===== src/raw_pack_pkg.sv =====
// Shared types and constants for the raw colour 12-bit packer
package raw_pack_pkg;
    localparam int unsigned PIX_W = 12;
    localparam int unsigned BYTE_W = 8;
    localparam int unsigned FIFO_DEPTH = 8;
    localparam int unsigned HI_MSB = 11;
    localparam int unsigned HI_LSB = 4;
    localparam int unsigned LO_MSB = 3;
    localparam logic [11:0] PIX_MIN = 12'h000;
    localparam logic [11:0] PIX_MAX = 12'hfff;
    localparam logic [11:0] PAD_PIX = 12'h000;
    localparam logic [1:0] GRP_RST = 2'h0;
    localparam logic ROW_PAR_RST = 1'b0;

    // Filter site colour of a pixel
    typedef enum logic [1:0] {
        SITE_BLUE = 2'b00,
        SITE_GREEN = 2'b01,
        SITE_RED = 2'b10
    } site_t;

    // One pixel beat from the sensor path
    typedef struct packed {
        logic [11:0] value;
        logic row_start;
        logic row_end;
        logic frame_start;
    } pix_beat_t;

    // One byte beat towards the image buffer
    typedef struct packed {
        logic [7:0] data;
        logic row_first;
        logic row_last;
        site_t site;
    } byte_beat_t;

    localparam int unsigned BYTE_BEAT_W = $bits(byte_beat_t);
endpackage


===== src/raw_color_12bit_packer.sv =====
// Packs raw 12-bit colour filter pixels, two per three bytes
//
// Behaviour
// - Each pixel is 12 bits and every pixel pair becomes three bytes.
// - Pixel values pass unchanged, each site gives only its own sample.
// - Pair packing restarts at a fresh first byte on every row.
// - Byte one of a group holds bits 11..4 of the even-index pixel.
// - Byte two holds odd pixel bits 3..0 high, even pixel bits 3..0 low.
// - Byte three of a group holds bits 11..4 of the odd-index pixel.
// - Even rows alternate blue then green sites.
// - Odd rows alternate green then red sites.
// - Groups repeat to row end; last byte is last pixel 11..4, or pad 0x00 on odd-length rows.
// - Pixels are unsigned 12-bit codes, 0x000 zero, 0xfff full scale.
`timescale 1ns/1ps
module raw_color_12bit_packer #(
    parameter int unsigned FIFO_WORDS = raw_pack_pkg::FIFO_DEPTH
) (
    input wire logic clk,
    input wire logic rst,
    input raw_pack_pkg::pix_beat_t pix_in,
    input wire logic pix_valid,
    output logic pix_ready,
    output raw_pack_pkg::byte_beat_t byte_out,
    output logic byte_valid,
    input wire logic byte_ready,
    output logic odd_row_error
);
    import raw_pack_pkg::*;

    initial begin
        if (FIFO_WORDS < 4) begin
            $error("raw_color_12bit_packer: FIFO_WORDS below 4");
        end
    end

    // Emitter states: idle/collect, then the three bytes of a group
    typedef enum logic [1:0] {
        ST_COLLECT = 2'b00,
        ST_BYTE0 = 2'b01,
        ST_BYTE1 = 2'b10,
        ST_BYTE2 = 2'b11
    } state_t;

    state_t state_q, state_d;
    logic [11:0] even_q;
    logic [11:0] odd_q;
    logic have_even_q;
    logic row_odd_q;
    logic row_open_q;
    logic group_first_q;
    logic group_last_q;
    logic err_q;
    site_t even_site;
    site_t odd_site;

    site_mapper u_even_site (
        .odd_row(row_odd_q),
        .odd_pix(1'b0),
        .site(even_site)
    );
    site_mapper u_odd_site (
        .odd_row(row_odd_q),
        .odd_pix(1'b1),
        .site(odd_site)
    );

    // FIFO write side
    byte_beat_t fifo_in;
    logic fifo_in_valid;
    logic fifo_in_ready;
    logic [BYTE_BEAT_W-1:0] fifo_out_raw;

    // Pixel accepted only while collecting; emitting stalls the source
    wire in_fire = pix_valid && pix_ready;
    wire row_begin = in_fire && pix_in.row_start;
    wire pair_done = in_fire && (have_even_q && !row_begin);
    wire lone_end = in_fire && pix_in.row_end && !pair_done;
    wire byte_fire = fifo_in_valid && fifo_in_ready;
    wire is_collect = (state_q == ST_COLLECT);
    assign pix_ready = is_collect;

    // Byte selection per group position, values untouched
    wire [7:0] b0 = even_q[HI_MSB:HI_LSB];
    wire [7:0] b1 = {odd_q[LO_MSB:0], even_q[LO_MSB:0]};
    wire [7:0] b2 = odd_q[HI_MSB:HI_LSB];

    always_comb begin
        fifo_in = '0;
        fifo_in_valid = 1'b0;
        unique case (state_q)
            ST_COLLECT: begin
                fifo_in_valid = 1'b0;
            end
            ST_BYTE0: begin
                fifo_in_valid = 1'b1;
                fifo_in.data = b0;
                fifo_in.row_first = group_first_q;
                fifo_in.site = even_site;
            end
            ST_BYTE1: begin
                fifo_in_valid = 1'b1;
                fifo_in.data = b1;
                fifo_in.site = odd_site;
            end
            ST_BYTE2: begin
                fifo_in_valid = 1'b1;
                fifo_in.data = b2;
                fifo_in.row_last = group_last_q;
                fifo_in.site = odd_site;
            end
        endcase
    end

    // Next state of the group emitter
    always_comb begin
        state_d = state_q;
        unique case (state_q)
            ST_COLLECT: begin
                if (pair_done || lone_end) begin
                    state_d = ST_BYTE0;
                end
            end
            ST_BYTE0: begin
                if (byte_fire) begin
                    state_d = ST_BYTE1;
                end
            end
            ST_BYTE1: begin
                if (byte_fire) begin
                    state_d = ST_BYTE2;
                end
            end
            ST_BYTE2: begin
                if (byte_fire) begin
                    state_d = ST_COLLECT;
                end
            end
        endcase
    end

    always_ff @(posedge clk) begin
        if (rst) begin
            state_q <= ST_COLLECT;
        end else begin
            state_q <= state_d;
        end
    end

    // Pixel pairing; a row start discards any half pair
    always_ff @(posedge clk) begin
        if (rst) begin
            have_even_q <= 1'b0;
            even_q <= PIX_MIN;
            odd_q <= PIX_MIN;
            group_first_q <= 1'b0;
            group_last_q <= 1'b0;
        end else if (in_fire) begin
            if (pair_done) begin
                odd_q <= pix_in.value;
                have_even_q <= 1'b0;
                group_last_q <= pix_in.row_end;
            end else begin
                even_q <= pix_in.value;
                group_first_q <= row_begin || !row_open_q;
                if (pix_in.row_end) begin
                    odd_q <= PAD_PIX;
                    have_even_q <= 1'b0;
                    group_last_q <= 1'b1;
                end else begin
                    have_even_q <= 1'b1;
                end
            end
        end
    end

    // Row parity tracking: frame start resets to an even row
    always_ff @(posedge clk) begin
        if (rst) begin
            row_odd_q <= ROW_PAR_RST;
            row_open_q <= 1'b0;
        end else if (in_fire) begin
            if (pix_in.frame_start && pix_in.row_start) begin
                row_odd_q <= ROW_PAR_RST;
            end else if (row_begin && !row_open_q) begin
                row_odd_q <= !row_odd_q;
            end
            row_open_q <= !pix_in.row_end;
        end
    end

    // Sticky odd-length flag, a fresh frame clears it; set wins
    always_ff @(posedge clk) begin
        if (rst) begin
            err_q <= 1'b0;
        end else if (lone_end) begin
            err_q <= 1'b1;
        end else if (in_fire && pix_in.frame_start) begin
            err_q <= 1'b0;
        end
    end

    assign odd_row_error = err_q;

    byte_fifo #(
        .WIDTH(BYTE_BEAT_W),
        .DEPTH(FIFO_WORDS)
    ) u_fifo (
        .clk(clk),
        .rst(rst),
        .in_data(fifo_in),
        .in_valid(fifo_in_valid),
        .in_ready(fifo_in_ready),
        .out_data(fifo_out_raw),
        .out_valid(byte_valid),
        .out_ready(byte_ready)
    );

    assign byte_out = byte_beat_t'(fifo_out_raw);
endmodule // raw_color_12bit_packer


===== src/byte_fifo.sv =====
// Flip-flop FIFO with valid/ready on both sides
`timescale 1ns/1ps
module byte_fifo #(
    parameter int unsigned WIDTH = 8,
    parameter int unsigned DEPTH = 8
) (
    input wire logic clk,
    input wire logic rst,
    input wire logic [WIDTH-1:0] in_data,
    input wire logic in_valid,
    output logic in_ready,
    output logic [WIDTH-1:0] out_data,
    output logic out_valid,
    input wire logic out_ready
);
    localparam int unsigned AW = (DEPTH > 1) ? $clog2(DEPTH) : 1;

    // Pointer arithmetic assumes a power-of-two depth
    initial begin
        if (DEPTH < 2 || (DEPTH & (DEPTH - 1)) != 0 || WIDTH < 1) begin
            $error("byte_fifo: DEPTH must be a power of two >= 2");
        end
    end

    logic [WIDTH-1:0] mem_q [DEPTH];
    logic [AW-1:0] wr_q;
    logic [AW-1:0] rd_q;
    logic [AW:0] cnt_q;
    wire push = in_valid && in_ready;
    wire pop = out_valid && out_ready;

    // Honest flags straight from the occupancy count
    assign in_ready = (cnt_q < (AW+1)'(DEPTH));
    assign out_valid = (cnt_q != '0);
    assign out_data = mem_q[rd_q];

    always_ff @(posedge clk) begin
        if (push) begin
            mem_q[wr_q] <= in_data;
        end
    end

    always_ff @(posedge clk) begin
        if (rst) begin
            wr_q <= '0;
            rd_q <= '0;
            cnt_q <= '0;
        end else begin
            if (push) begin
                wr_q <= wr_q + 1'b1;
            end
            if (pop) begin
                rd_q <= rd_q + 1'b1;
            end
            cnt_q <= cnt_q + (AW+1)'(push) - (AW+1)'(pop);
        end
    end
endmodule // byte_fifo


===== src/site_mapper.sv =====
// Maps row parity and pixel index parity to a filter site colour
`timescale 1ns/1ps
module site_mapper (
    input wire logic odd_row,
    input wire logic odd_pix,
    output raw_pack_pkg::site_t site
);
    import raw_pack_pkg::*;

    // Even rows blue/green, odd rows green/red
    assign site = odd_row ? (odd_pix ? SITE_RED : SITE_GREEN)
                          : (odd_pix ? SITE_GREEN : SITE_BLUE);
endmodule // site_mapper


===== config.mk =====
export PLATFORM = sky130hd
export DESIGN_NAME = raw_color_12bit_packer
export DESIGN_NICKNAME = d
export VERILOG_FILES = /design/src/raw_pack_pkg.sv /design/src/raw_color_12bit_packer.sv /design/src/byte_fifo.sv /design/src/site_mapper.sv
export SDC_FILE = /design/constraint.sdc
export NUM_CORES = 1
export LEC_CHECK = 0
export BUFFER_PORTS_ARGS = -buffer_cell sky130_fd_sc_hd__buf_2
export CORE_UTILIZATION = 25
export DETAILED_ROUTE_END_ITERATION = 12
export MAX_ROUTING_LAYER = met4
export PLACE_DENSITY = 0.49
export SLEW_MARGIN = 20
export SYNTH_ARGS = -nofsm -noshare
export SYNTH_HDL_FRONTEND = slang
export SYNTH_HIERARCHICAL = 1
export SYNTH_SLANG_ARGS = --single-unit

===== constraint.sdc =====
create_clock -name clk -period 3.25 [get_ports clk]
set_input_delay 0.65 -clock clk [delete_from_list [all_inputs] [get_ports clk]]
set_output_delay 0.65 -clock clk [all_outputs]
set_load 0.1 [all_outputs]

==> Flow_metrics.wiki, run 1 <==
{| class="wikitable"
! Metric !! Value
|-
| Result of the run || finished clean
|-
| Met2 wire length || 5.62 mm
|-
| Clock-pin slew on the worst setup and hold paths || 0.06 ns
|-
| TritonCTS sink count || 141
|-
| Simple-gate share of the synthesized area || 8.55%
|-
| Number of synthesized register bits || around 140
|-
| Dpl hpwl || approximately 7.6 mm
|-
| Mux share of post-synthesis cell area || 13.9%
|-
| Critical path capture point type || primary output
|-
| First-pass GRT wire length || 18.7 mm
|-
| Leading register cell type out of synthesis || sky130_fd_sc_hd__edfxtp_1
|-
| Most frequently used cell type in the post-synthesis netlist || sky130_fd_sc_hd__edfxtp_1
|-
| Synthesized net count || 427
|-
| Final weighted congestion of routability-driven global placement || roughly 0.70
|-
| PostCTS Resize Cnt || 0
|-
| Per-cell via count in the routed design || 4.51
|-
| Worst setup path category || reg -> out
|-
| # diodes || 0
|-
| DRC violations left || 0
|-
| Required time of the worst setup path || ~2.6 ns
|-
| Portion of the clock cycle consumed by the worst path in the final layout || about nine tenths
|-
| Final standard cell utilization of the core || just over 30%
|-
| Final net count || 468
|-
| Layout cell share with drive strength beyond 1 || 21.0%
|-
| Y dimension of the die || 155 um
|-
| Number of violations reported at the end of detailed-routing iteration 0 || 279
|-
| Highest achievable clock rate || approximately 0.34 GHz
|-
| Horizontal die dimension || 155 um
|-
| Synth Warn # || 6
|-
| Overall Power || between 0.005 and 0.006 W
|-
| Setup repair after global routing missed its margin || no
|-
| Worst slew margin relative to its limit || 38.1%
|-
| Layout filler cell count || 2,255
|-
| Maximum fanout count along the critical path || 24
|-
| Top-level port count || 34
|-
| Vias in the first global route || 3,303
|-
| Combinational family with the most area after synthesis || multiplexers
|-
| Total clock buffers created by CTS || 17
|-
| Final count of hold timing violations || 0
|-
| Highest ir drop seen on vdd || 0.428 mV
|-
| Register area share after synthesis || roughly 65%
|-
| Final sum of negative setup slack || 0 ns
|-
| Length of routed met3 wiring || ~650 um
|-
| Class of the worst hold path || reg -> reg
|-
| Starting Density || 25.6%
|-
| Post-DR wirelength/cell || 16.5 um
|-
| Antenna Nets Post-Route || 0
|-
| Synth Area in Compound Gates || 6.47%
|-
| Synth Area in XOR/XNOR || less than 1%
|-
| Area overhead of the layout relative to synthesis || 18.6%
|-
| TritonCTS clock tree || done
|-
| GR Overflow Total || 0
|-
| Largest net degree at the start of global routing || 49
|-
| Worst hold slack || 0.455 ns
|-
| Max cap viols || 0
|-
| Metal1 wirelength || about 5.8 mm
|-
| Placeable core region || 22,700 um2
|-
| Post-CTS Setup Inserts || 0
|-
| Post-route clock skew || 0.0130 ns
|-
| Sort of element at the start of the critical path || flop
|-
| Count of buffers inserted at the top-level ports || 33
|-
| CTS hold repair buffers || 0
|-
| Via total after detailed routing || 3,307
|-
| Clock insertion delay at the later pin of the skew report || ~0.42 ns
|-
| Routed wire length || approximately 12 mm
|-
| Count of flip-flops with a built-in enable after synthesis || 96
|-
| Power per standard cell area || about 860 nW/um2
|-
| Combined area of all synthesized cells || approximately 5800 um2
|-
| Deepest level of the CTS H-tree || 4
|-
| Slew @ Worst Pin || 0.925 ns
|-
| Minimum period implied by the final worst setup slack || 2.97 ns
|-
| GRT Resource Usage Total || between 10% and 20%
|-
| Max-slew violation count || 0
|-
| Mean instance size in the synthesized netlist || between 10 and 15 um2
|-
| Uppermost metal layer occupied by signal nets || met4
|-
| Most area-hungry cell type in the Yosys netlist || sky130_fd_sc_hd__edfxtp_1
|-
| Post-synth top area share || 49.5%
|-
| Flop-to-flop setup slack || 0.88 ns
|-
| Leakage || around 2.3 nW
|-
| Top area cells in the synthesized netlist || sky130_fd_sc_hd__edfxtp_1, sky130_fd_sc_hd__dfxtp_1, sky130_fd_sc_hd__mux4_1
|-
| Root Buffer || sky130_fd_sc_hd__clkbuf_16
|-
| Number of distinct standard cells referenced by the synthesized netlist || 42
|-
| Number of buffers between clock root and the deepest sink || 2
|-
| FFs w/ async S/R, synth || 0%
|-
| Row Count || 55
|-
| Signal arrival time at the worst endpoint || 2.32 ns
|-
| Antenna violations before repair || 0
|-
| Die Outline Area || 23,900 um2
|-
| Setup violations, final || 0
|-
| Area share of fa/ha/maj cells after synthesis || 3.14%
|-
| Mapped Cells || 394
|-
| Synth cell count leaders || sky130_fd_sc_hd__edfxtp_1, sky130_fd_sc_hd__dfxtp_1, sky130_fd_sc_hd__nor2_1
|-
| Number of detailed-routing iterations run before antenna repair || 6
|}
[per-layer routing]
layer / global-route usage, % / vias up
li1: - / 1582
met1: 14.3 / 1630
met2: 16.4 / 89
met3: 3.61 / 6
met4: 3.11 / 0
met5: - / -
[path summary, 6_finish.rpt]
check                  start               to  depth (start not counted)
min reg2reg        even_q[9]        even_q[9]                          2
min                even_q[9]        even_q[9]                          2
max reg2reg  u_fifo/cnt_q[3]  u_fifo/cnt_q[2]                          9
max                     flop      byte_out[5]                          4
[flip-flops by register name (all words and copies together), names as in the netlist, named ones only]
name / count
state_q: 2
have_even_q: 1
u_fifo/mem_q: 96
group_first_q: 1
u_fifo/cnt_q: 4
row_open_q: 1
even_q: 12
u_fifo/wr_q: 3
group_last_q: 1
odd_row_error: 1
odd_q: 12
u_fifo/rd_q: 3
row_odd_q: 1
[logic make-up (layout without fill, tap and decap cells)]
| kind of cell | after synthesis | count (layout) |
|---|---|---|
| compound gates | 56 | 56 |
| xor+xnor | 3 | 3 |
| fa+ha+maj | 14 | 14 |
| buf+inv | 29 | 83 |
| flops | 141 | 141 |
| mux | 41 | 41 |
| other cells | 2 | 2 |
| simple gates | 108 | 108 |
[metrics by stage]
stage / cells / setup slack, ns / cell area [um2]
CTS: 733 / 0.236 / 6910
floorplan: 394 / 0.718 / 5820
detailed placement: 701 / 0.692 / 6310
finish: 733 / 0.277 / 6910
global placement: 701 / 0.702 / 6310
global route: 733 / 0.176 / 6910
[placed cells by master (no fill, tap or decap), drive strengths merged, types with 4 or more instances in the layout]
cell type,netlist,layout
edfxtp,96,96
dfxtp,45,45
buf,9,43
nor2,39,39
nand2,38,38
mux4,24,24
a21oi,23,23
clkbuf,12,18
mux2,14,14
a22oi,13,13
ha,13,13
nand2b,10,10
inv,8,10
a222oi,8,8
nor2b,7,7
o21ai,7,7
clkinvlp,0,5
clkinv,0,4
[critical path, stage by stage, from the launching register on]
cell	delay, ns
sky130_fd_sc_hd__dfxtp_1	0.30
sky130_fd_sc_hd__buf_4	0.39
sky130_fd_sc_hd__mux4_1	0.64
sky130_fd_sc_hd__mux2_2	0.27
sky130_fd_sc_hd__buf_2	0.29
[power by group]
group	leakage, nW	internal (W)	switching, W	total, W
Combinational	0.828	0.000496	0.00129	0.00179
Sequential	1.20	0.00210	0.0000973	0.00219
Clock	0.274	0.00120	0.000740	0.00195
[final cells by class]
type | instances | area, um2 | area share (%)
Clock buffer | 18 | 429 | 6.21
Inverter | 8 | 30.0 | 0.435
Clock inverter | 14 | 168 | 2.43
Timing Repair Buffer | 43 | 240 | 3.48
Multi-Input combinational cell | 224 | 1900 | 27.5
Sequential cell | 141 | 3780 | 54.8
Tap cell | 285 | 357 | 5.16
Note: power is estimated with default switching activity, not from simulation.
==> run 2, diff against run 1 <==
Settings changed: PLACE_DENSITY 0.49 to 0.5, SYNTH_HIERARCHICAL 1 to default.
==> run 2 against run 1 <==
  * Clock power grew 3%
  * Global-route usage shrank 0.24 points
  * Clock skew shrank 0.0052 ns
  * Fmax grew 0.66%
  * Critical path type unchanged
==> Flow_metrics.wiki, run 2 <==
{| class="wikitable"
! Metric !! Value
|-
| Overall Power || 0.00634 W
|-
| Layout cell share with drive strength beyond 1 || about a fifth
|-
| GR Overflow Total || 0
|-
| Count of flip-flops with a built-in enable after synthesis || 96
|-
| Routed wire length || 11.5 mm
|-
| Critical path capture point type || primary output
|-
| Row Count || 54
|-
| Signal arrival time at the worst endpoint || 2.30 ns
|-
| Post-CTS Setup Inserts || 0
|-
| Reg-to-reg critical path endpoint || u_fifo.cnt_q[2]
|-
| Sort of element at the start of the critical path || flop
|-
| Final count of hold timing violations || 0
|-
| Number of buffers between clock root and the deepest sink || 2
|-
| Largest net degree at the start of global routing || 44
|-
| Minimum period implied by the final worst setup slack || between 2 and 3 ns
|-
| Synth Warn # || 0
|-
| Combined area of all synthesized cells || between 5000 and 6000 um2
|-
| Terminating pin of the worst hold path || even_q[7]
|-
| Max cap viols || 0
|-
| Required time of the worst setup path || roughly 2.6 ns
|-
| Worst slew margin relative to its limit || between 30 and 40%
|-
| Post-DR wirelength/cell || 16.2 um
|-
| # diodes || 0
|-
| Number of flip-flops in the largest register || 96
|-
| Number of synthesized register bits || 141
|-
| Final net count || 453
|-
| Antenna Nets Post-Route || 0
|-
| Worst path top cell family by delay || multiplexers
|-
| Number of distinct standard cells referenced by the synthesized netlist || 32
|-
| Top area cells in the synthesized netlist || sky130_fd_sc_hd__edfxtp_1, sky130_fd_sc_hd__dfxtp_1, sky130_fd_sc_hd__mux4_1
|-
| Portion of the clock cycle consumed by the worst path in the final layout || between 90% and 100%
|-
| Highest-delay cell along the critical path || sky130_fd_sc_hd__mux4_1
|-
| Post-synth top area share || between 50% and 60%
|-
| Register with the highest flop count || u_fifo.mem_q
|-
| Number of detailed-routing iterations run before antenna repair || 8
|-
| Mean instance size in the synthesized netlist || 15.1 um2
|-
| Layout filler cell count || 2,139
|-
| Most common library cell in the layout ignoring fill and taps || sky130_fd_sc_hd__edfxtp_1
|-
| Starting Density || between 20% and 30%
|-
| Die Outline Area || 23,300 um2
|-
| Most area-hungry cell type in the Yosys netlist || sky130_fd_sc_hd__edfxtp_1
|-
| Synthesized net count || 409
|-
| Per-cell via count in the routed design || 4.45
|-
| Slew @ Worst Pin || between 0.9 and 1 ns
|-
| Vias in the first global route || 3,244
|-
| TritonCTS clock tree || done
|-
| Total clock buffers created by CTS || 17
|-
| Multi-input logic area || 1760 um2
|-
| Worst path bufs/invs || 2
|-
| Mapped Cells || 377
|-
| Hold_sp || even_q[7]
|-
| Power per standard cell area || 931 nW/um2
|-
| Max-slew violation count || 0
|-
| Setup violations, final || 0
|-
| Deepest level of the CTS H-tree || 4
|-
| Final weighted congestion of routability-driven global placement || 0.705
|-
| DRC violations left || 0
|-
| Maximum fanout count along the critical path || 24
|-
| R2r worst-path depth || 11
|-
| Count of cells along the worst hold path || 2
|-
| Y dimension of the die || approximately 150 um
|-
| Flop-to-flop setup slack || 0.82 ns
|-
| Leakage || around 2.3 nW
|-
| FFs w/ async S/R, synth || 0%
|-
| Horizontal die dimension || 153 um
|-
| Register Area || 3780 um2
|-
| TritonCTS sink count || 141
|-
| Class of the worst hold path || reg -> reg
|-
| Register area share after synthesis || 66.5%
|-
| Count of buffers inserted at the top-level ports || 33
|-
| Number of violations reported at the end of detailed-routing iteration 0 || 264
|-
| Via total after detailed routing || around 3,200
|-
| Highest achievable clock rate || around 0.34 GHz
|-
| Delay of the slowest cell on the worst path || between 0.6 and 0.7 ns
|-
| Leading register cell type out of synthesis || sky130_fd_sc_hd__edfxtp_1
|-
| Highest ir drop seen on vdd || about 0.5 mV
|-
| Clock insertion delay at the later pin of the skew report || 0.42 ns
|-
| Worst setup path category || reg -> out
|-
| Placeable core region || 22,100 um2
|-
| Area overhead of the layout relative to synthesis || 19.8%
|-
| Dpl hpwl || 7.05 mm
|-
| Critical Path, Cell by Cell || buf_4, mux4_1, mux2_2, buf_2
|-
| Top-level port count || 34
|-
| Final sum of negative setup slack || 0 ns
|-
| CTS hold repair buffers || 0
|-
| Root Buffer || sky130_fd_sc_hd__clkbuf_16
|-
| Synth cell count leaders || sky130_fd_sc_hd__edfxtp_1, sky130_fd_sc_hd__dfxtp_1, sky130_fd_sc_hd__nor2_1
|-
| First-pass GRT wire length || 18.2 mm
|-
| Worst flop-to-flop path startpoint || u_fifo.cnt_q[3]
|-
| Most frequently used cell type in the post-synthesis netlist || sky130_fd_sc_hd__edfxtp_1
|-
| Result of the run || finished clean
|-
| Post-route clock skew || 0.00787 ns
|-
| PostCTS Resize Cnt || 0
|-
| Largest regs || u_fifo.mem_q: 96 flops, even_q: 12 flops, odd_q: 12 flops
|-
| GRT Resource Usage Total || between 10% and 20%
|-
| Setup repair after global routing missed its margin || no
|-
| Commonest cells after routing, fill and taps aside || sky130_fd_sc_hd__edfxtp_1, sky130_fd_sc_hd__dfxtp_1, sky130_fd_sc_hd__nor2_1
|-
| Antenna violations before repair || 0
|-
| Clock-pin slew on the worst setup and hold paths || 0.06 ns
|}
[run 2: power by group]
| group | total [W] | leakage, nW | internal [W] | switching (W) |
|---|---|---|---|---|
| clock | 0.00200 | 0.292 | 0.00129 | 0.000711 |
| combinational | 0.00211 | 0.798 | 0.000580 | 0.00153 |
| sequential | 0.00223 | 1.19 | 0.00215 | 0.0000827 |
| total | 0.00634 | 2.28 | 0.00402 | 0.00232 |
[run 2: kinds of logic after synthesis]
| kind of cell | Yosys count | synth area share (%) |
|---|---|---|
| AOI/OAI and AO/OA | 50 | 5.90 |
| muxes | 37 | 13.6 |
| adders and majority gates | 13 | 2.99 |
| buffers and inverters | 30 | 2.44 |
| and+or+nand+nor | 101 | 7.70 |
| xor gates and xnor gates | 5 | 0.770 |
| DFF | 141 | 66.5 |
[run 2: layer usage]
metal	vias to the layer above	track usage, %	part of all wire (%)
li1	1528	-	-
met3	11	2.93	4.4
met5	-	-	0
met2	73	16.6	47
met1	1568	13.6	47
met4	0	3.94	1.2
[run 2: worst max-delay path by stage]
stage                    start              end  slack, ns  depth (start not counted)
2_1_floorplan  u_fifo.cnt_q[3]  u_fifo.cnt_q[2]       0.61                         11
3_3_place_gp              flop      byte_out[2]       0.73                          4
3_5_place_dp              flop      byte_out[8]       0.71                          4
4_1_cts                   flop      byte_out[8]       0.25                          4
5_1_grt                   flop      byte_out[4]       0.18                          4
6_report                  flop      byte_out[8]       0.30                          4
[run 2: cell type report]
| cell class | count | share of cell area (%) |
|---|---|---|
| Clock buffer | 23 | 7.16 |
| Clock inverter | 9 | 1.97 |
| Inverter | 10 | 0.551 |
| Multi-Input combinational cell | 206 | 25.9 |
| Sequential cell | 141 | 55.5 |
| Tap cell | 280 | 5.14 |
| Timing Repair Buffer | 45 | 3.75 |
[run 2: stage by stage]
step           util, %  setup WS, ns  cells  hold WS [ns]  area [um2]
2_1_floorplan        -         0.612    377         0.436        5690
3_3_place_gp      28.0         0.729    682         0.441        6190
3_5_place_dp      28.0         0.713    682         0.450        6190
4_1_cts           30.8         0.251    714         0.458        6810
5_1_grt           30.8         0.181    714         0.469        6810
6_report          30.8         0.296    714         0.457        6810
[run 2: worst register-to-register path, stage by stage, from the launching register on]
cell,delay (ns)
sky130_fd_sc_hd__dfxtp_1,0.34
sky130_fd_sc_hd__inv_1,0.07
sky130_fd_sc_hd__ha_1,0.13
sky130_fd_sc_hd__or3b_2,0.49
sky130_fd_sc_hd__nand2_1,0.14
sky130_fd_sc_hd__inv_1,0.06
sky130_fd_sc_hd__ha_1,0.26
sky130_fd_sc_hd__inv_1,0.04
sky130_fd_sc_hd__ha_1,0.20
sky130_fd_sc_hd__fa_1,0.38
sky130_fd_sc_hd__xnor2_1,0.15
sky130_fd_sc_hd__nor2_1,0.05
==> run 3, diff against run 2 <==
--- a/config.mk
+++ b/config.mk
@@ -8,4 +8,5 @@
 export BUFFER_PORTS_ARGS = -buffer_cell sky130_fd_sc_hd__buf_2
 export CORE_UTILIZATION = 25
+export CTS_BUF_LIST = sky130_fd_sc_hd__clkbuf_8
 export DETAILED_ROUTE_END_ITERATION = 12
 export MAX_ROUTING_LAYER = met4
==> constraint.sdc (replaced) <==
create_clock -name clk -period 3.25 [get_ports clk]
set_input_delay 0.65 -clock clk [delete_from_list [all_inputs] [get_ports clk]]
set_output_delay 0.65 -clock clk [all_outputs]
set_load 0.02 [all_outputs]
==> run 3 against run 2 <==
  * Critical path depth unchanged
  * Die area unchanged
  * Via count increased by 0.69%
  * First-iteration DRC count increased by 6.1%
  * Fmax increased by 3.6%
  * Clock skew increased by 0.0031 ns
  * Sequential power about the same
  * Final cell count unchanged
  * Combinational power decreased by 34%
  * Clock power decreased by 33%
  * Cell area decreased by 3.4%
  * Register-to-register slack got worse by 0.02 ns
  * Critical endpoint unchanged
  * Largest cell class unchanged
==> Flow_metrics.wiki, run 3 (synthesis results as in run 2) <==
{| class="wikitable"
! Metric !! Value
|-
| Result of the run || finished clean
|-
| Horizontal die dimension || 153 um
|-
| Placeable core region || roughly 22,000 um2
|-
| Worst flop-to-flop path startpoint || u_fifo.cnt_q[3]
|-
| Max cap viols || 0
|-
| TritonCTS sink count || 141
|-
| Vias in the first global route || around 3,300
|-
| Antenna violations before repair || 0
|-
| Antenna Nets Post-Route || 0
|-
| Logic gate share of total power || roughly 28%
|-
| Die Outline Area || roughly 23,000 um2
|-
| TritonCTS clock tree || done
|-
| Count of buffers inserted at the top-level ports || 33
|-
| Setup repair after global routing missed its margin || no
|-
| Total clock buffers created by CTS || 17
|-
| Power per standard cell area || 755 nW/um2
|-
| Layout cell share with drive strength beyond 1 || 20.5%
|-
| Flop-to-flop setup slack || 0.80 ns
|-
| Final net count || roughly 450
|-
| Number of detailed-routing iterations run before antenna repair || 7
|-
| Starting Density || about a quarter
|-
| Portion of the clock cycle consumed by the worst path in the final layout || 87.7%
|-
| Delay of the slowest cell on the worst path || 0.62 ns
|-
| Number of violations reported at the end of detailed-routing iteration 0 || 280
|-
| Clock-pin slew on the worst setup and hold paths || 0.08 ns
|-
| Switching power share of the total || 31.4%
|-
| Share of power burned in the clock network || 26.9%
|-
| Register Area || around 3800 um2
|-
| Deepest level of the CTS H-tree || 4
|-
| Worst slew margin relative to its limit || 41.0%
|-
| Slew @ Worst Pin || 0.882 ns
|-
| GR Overflow Total || 0
|-
| Setup violations, final || 0
|-
| Routed wire length || 11.7 mm
|-
| PostCTS Resize Cnt || 0
|-
| Final sum of negative setup slack || 0 ns
|-
| Post-DR wirelength/cell || 16.4 um
|-
| Largest regs || u_fifo.mem_q: 96 flops, even_q: 12 flops, odd_q: 12 flops
|-
| Via total after detailed routing || 3,202
|-
| Terminating pin of the worst hold path || even_q[6]
|-
| Most common library cell in the layout ignoring fill and taps || sky130_fd_sc_hd__edfxtp_1
|-
| Commonest cells after routing, fill and taps aside || sky130_fd_sc_hd__edfxtp_1, sky130_fd_sc_hd__dfxtp_1, sky130_fd_sc_hd__nor2_1
|-
| Final count of hold timing violations || 0
|-
| Overall Power || 0.00497 W
|-
| Highest-delay cell along the critical path || sky130_fd_sc_hd__mux4_1
|-
| Final weighted congestion of routability-driven global placement || 0.771
|-
| Sort of element at the start of the critical path || flop
|-
| Leakage || 2.19 nW
|-
| Max-slew violation count || 0
|-
| # diodes || 0
|-
| Signal arrival time at the worst endpoint || 2.20 ns
|-
| Worst hold slack || 0.458 ns
|-
| Number of buffers between clock root and the deepest sink || 2
|-
| Internal power summed over all cells || 0.00341 W
|-
| CTS hold repair buffers || 0
|-
| Multi-input logic area || ~1800 um2
|-
| Highest achievable clock rate || 0.351 GHz
|-
| Reg-to-reg critical path endpoint || u_fifo.cnt_q[2]
|-
| Count of cells along the worst hold path || 3
|-
| Highest ir drop seen on vdd || 0.272 mV
|-
| First-pass GRT wire length || ~19 mm
|-
| Per-cell via count in the routed design || 4.48
|-
| Register with the highest flop count || u_fifo.mem_q
|-
| R2r worst-path depth || 11
|-
| Number of flip-flops in the largest register || 96
|-
| Root Buffer || sky130_fd_sc_hd__clkbuf_8
|-
| Flop pwr share || 44.9%
|-
| Worst setup path category || reg -> out
|-
| Layout filler cell count || 2,198
|-
| GRT Resource Usage Total || approximately 11%
|-
| DRC violations left || 0
|-
| Maximum fanout count along the critical path || 24
|-
| Hold_sp || pix_in[9]
|-
| Total net switching power || 0.00156 W
|-
| Top-level port count || 34
|-
| Y dimension of the die || 153 um
|-
| Row Count || 54
|-
| Class of the worst hold path || in -> reg
|-
| Minimum period implied by the final worst setup slack || 2.85 ns
|-
| Clock insertion delay at the later pin of the skew report || 0.44 ns
|-
| Critical path capture point type || primary output
|-
| Area overhead of the layout relative to synthesis || 15.7%
|-
| Post-route clock skew || roughly 0.011 ns
|-
| Largest net degree at the start of global routing || 44
|-
| Required time of the worst setup path || 2.60 ns
|-
| Critical Path, Cell by Cell || buf_4, mux4_1, mux2_2, buf_2
|-
| Dpl hpwl || 7.17 mm
|-
| Post-CTS Setup Inserts || 0
|}
[run 3: changes by cell type in the layout (fill, tap and decap cells not counted), sizes merged]
| cell | change |
|---|---|
| clkbuf | -6 |
| inv | +1 |
| bufinv | -1 |
| clkinv | +8 |
| clkinvlp | -2 |
[run 3: routing by layer]
| layer | share of wire, % | GRT usage, % | routed length, um | vias to the layer above |
|---|---|---|---|---|
| met2 | 47 | 16.8 | 5470 | 67 |
| met5 | 0 | - | 0 | - |
| met3 | 4.6 | 3.27 | 534 | 11 |
| met1 | 48 | 13.9 | 5600 | 1595 |
| li1 | - | - | - | 1529 |
| met4 | 1.1 | 3.46 | 127 | 0 |
[run 3: how the worst max path moves through the flow]
stage	depth (start not counted)	slack [ns]	end
floorplan	11	0.88	u_fifo.cnt_q[2]
global placement	11	0.81	u_fifo.cnt_q[2]
detailed placement	11	0.81	u_fifo.cnt_q[2]
CTS	4	0.32	byte_out[11]
global route	4	0.26	byte_out[11]
finish	4	0.40	byte_out[8]
[run 3: area by class of cell]
cell class                      count  area share, %
Tap cell                          280           5.33
Inverter                           10          0.571
Sequential cell                   141           57.5
Clock buffer                       17           3.56
Timing Repair Buffer               45           3.88
Multi-Input combinational cell    206           26.9
Clock inverter                     15           2.28
[run 3: worst max-delay path: cells and delay by family (launching register included)]
kind / cells / cell delay (ns)
buf+inv: 2 / 0.53
flops: 1 / 0.32
mux: 2 / 0.90
[run 3: power by group through the flow]
stage	clock network [W]	logic, W	registers [W]
2_1_floorplan	0	0.00105	0.00225
3_3_place_gp	0	0.00140	0.00227
3_5_place_dp	0	0.00142	0.00227
4_1_cts	0.00138	0.00143	0.00223
5_1_grt	0.00147	0.00155	0.00226
6_report	0.00134	0.00140	0.00223
[run 3: through the flow]
step	worst slack, ns	util (%)	cell area [um2]	instances
2_1_floorplan	0.882	-	5690	377
3_3_place_gp	0.809	28.0	6190	682
3_5_place_dp	0.813	28.0	6190	682
4_1_cts	0.317	29.8	6570	714
5_1_grt	0.256	29.8	6580	714
6_report	0.400	29.8	6580	714
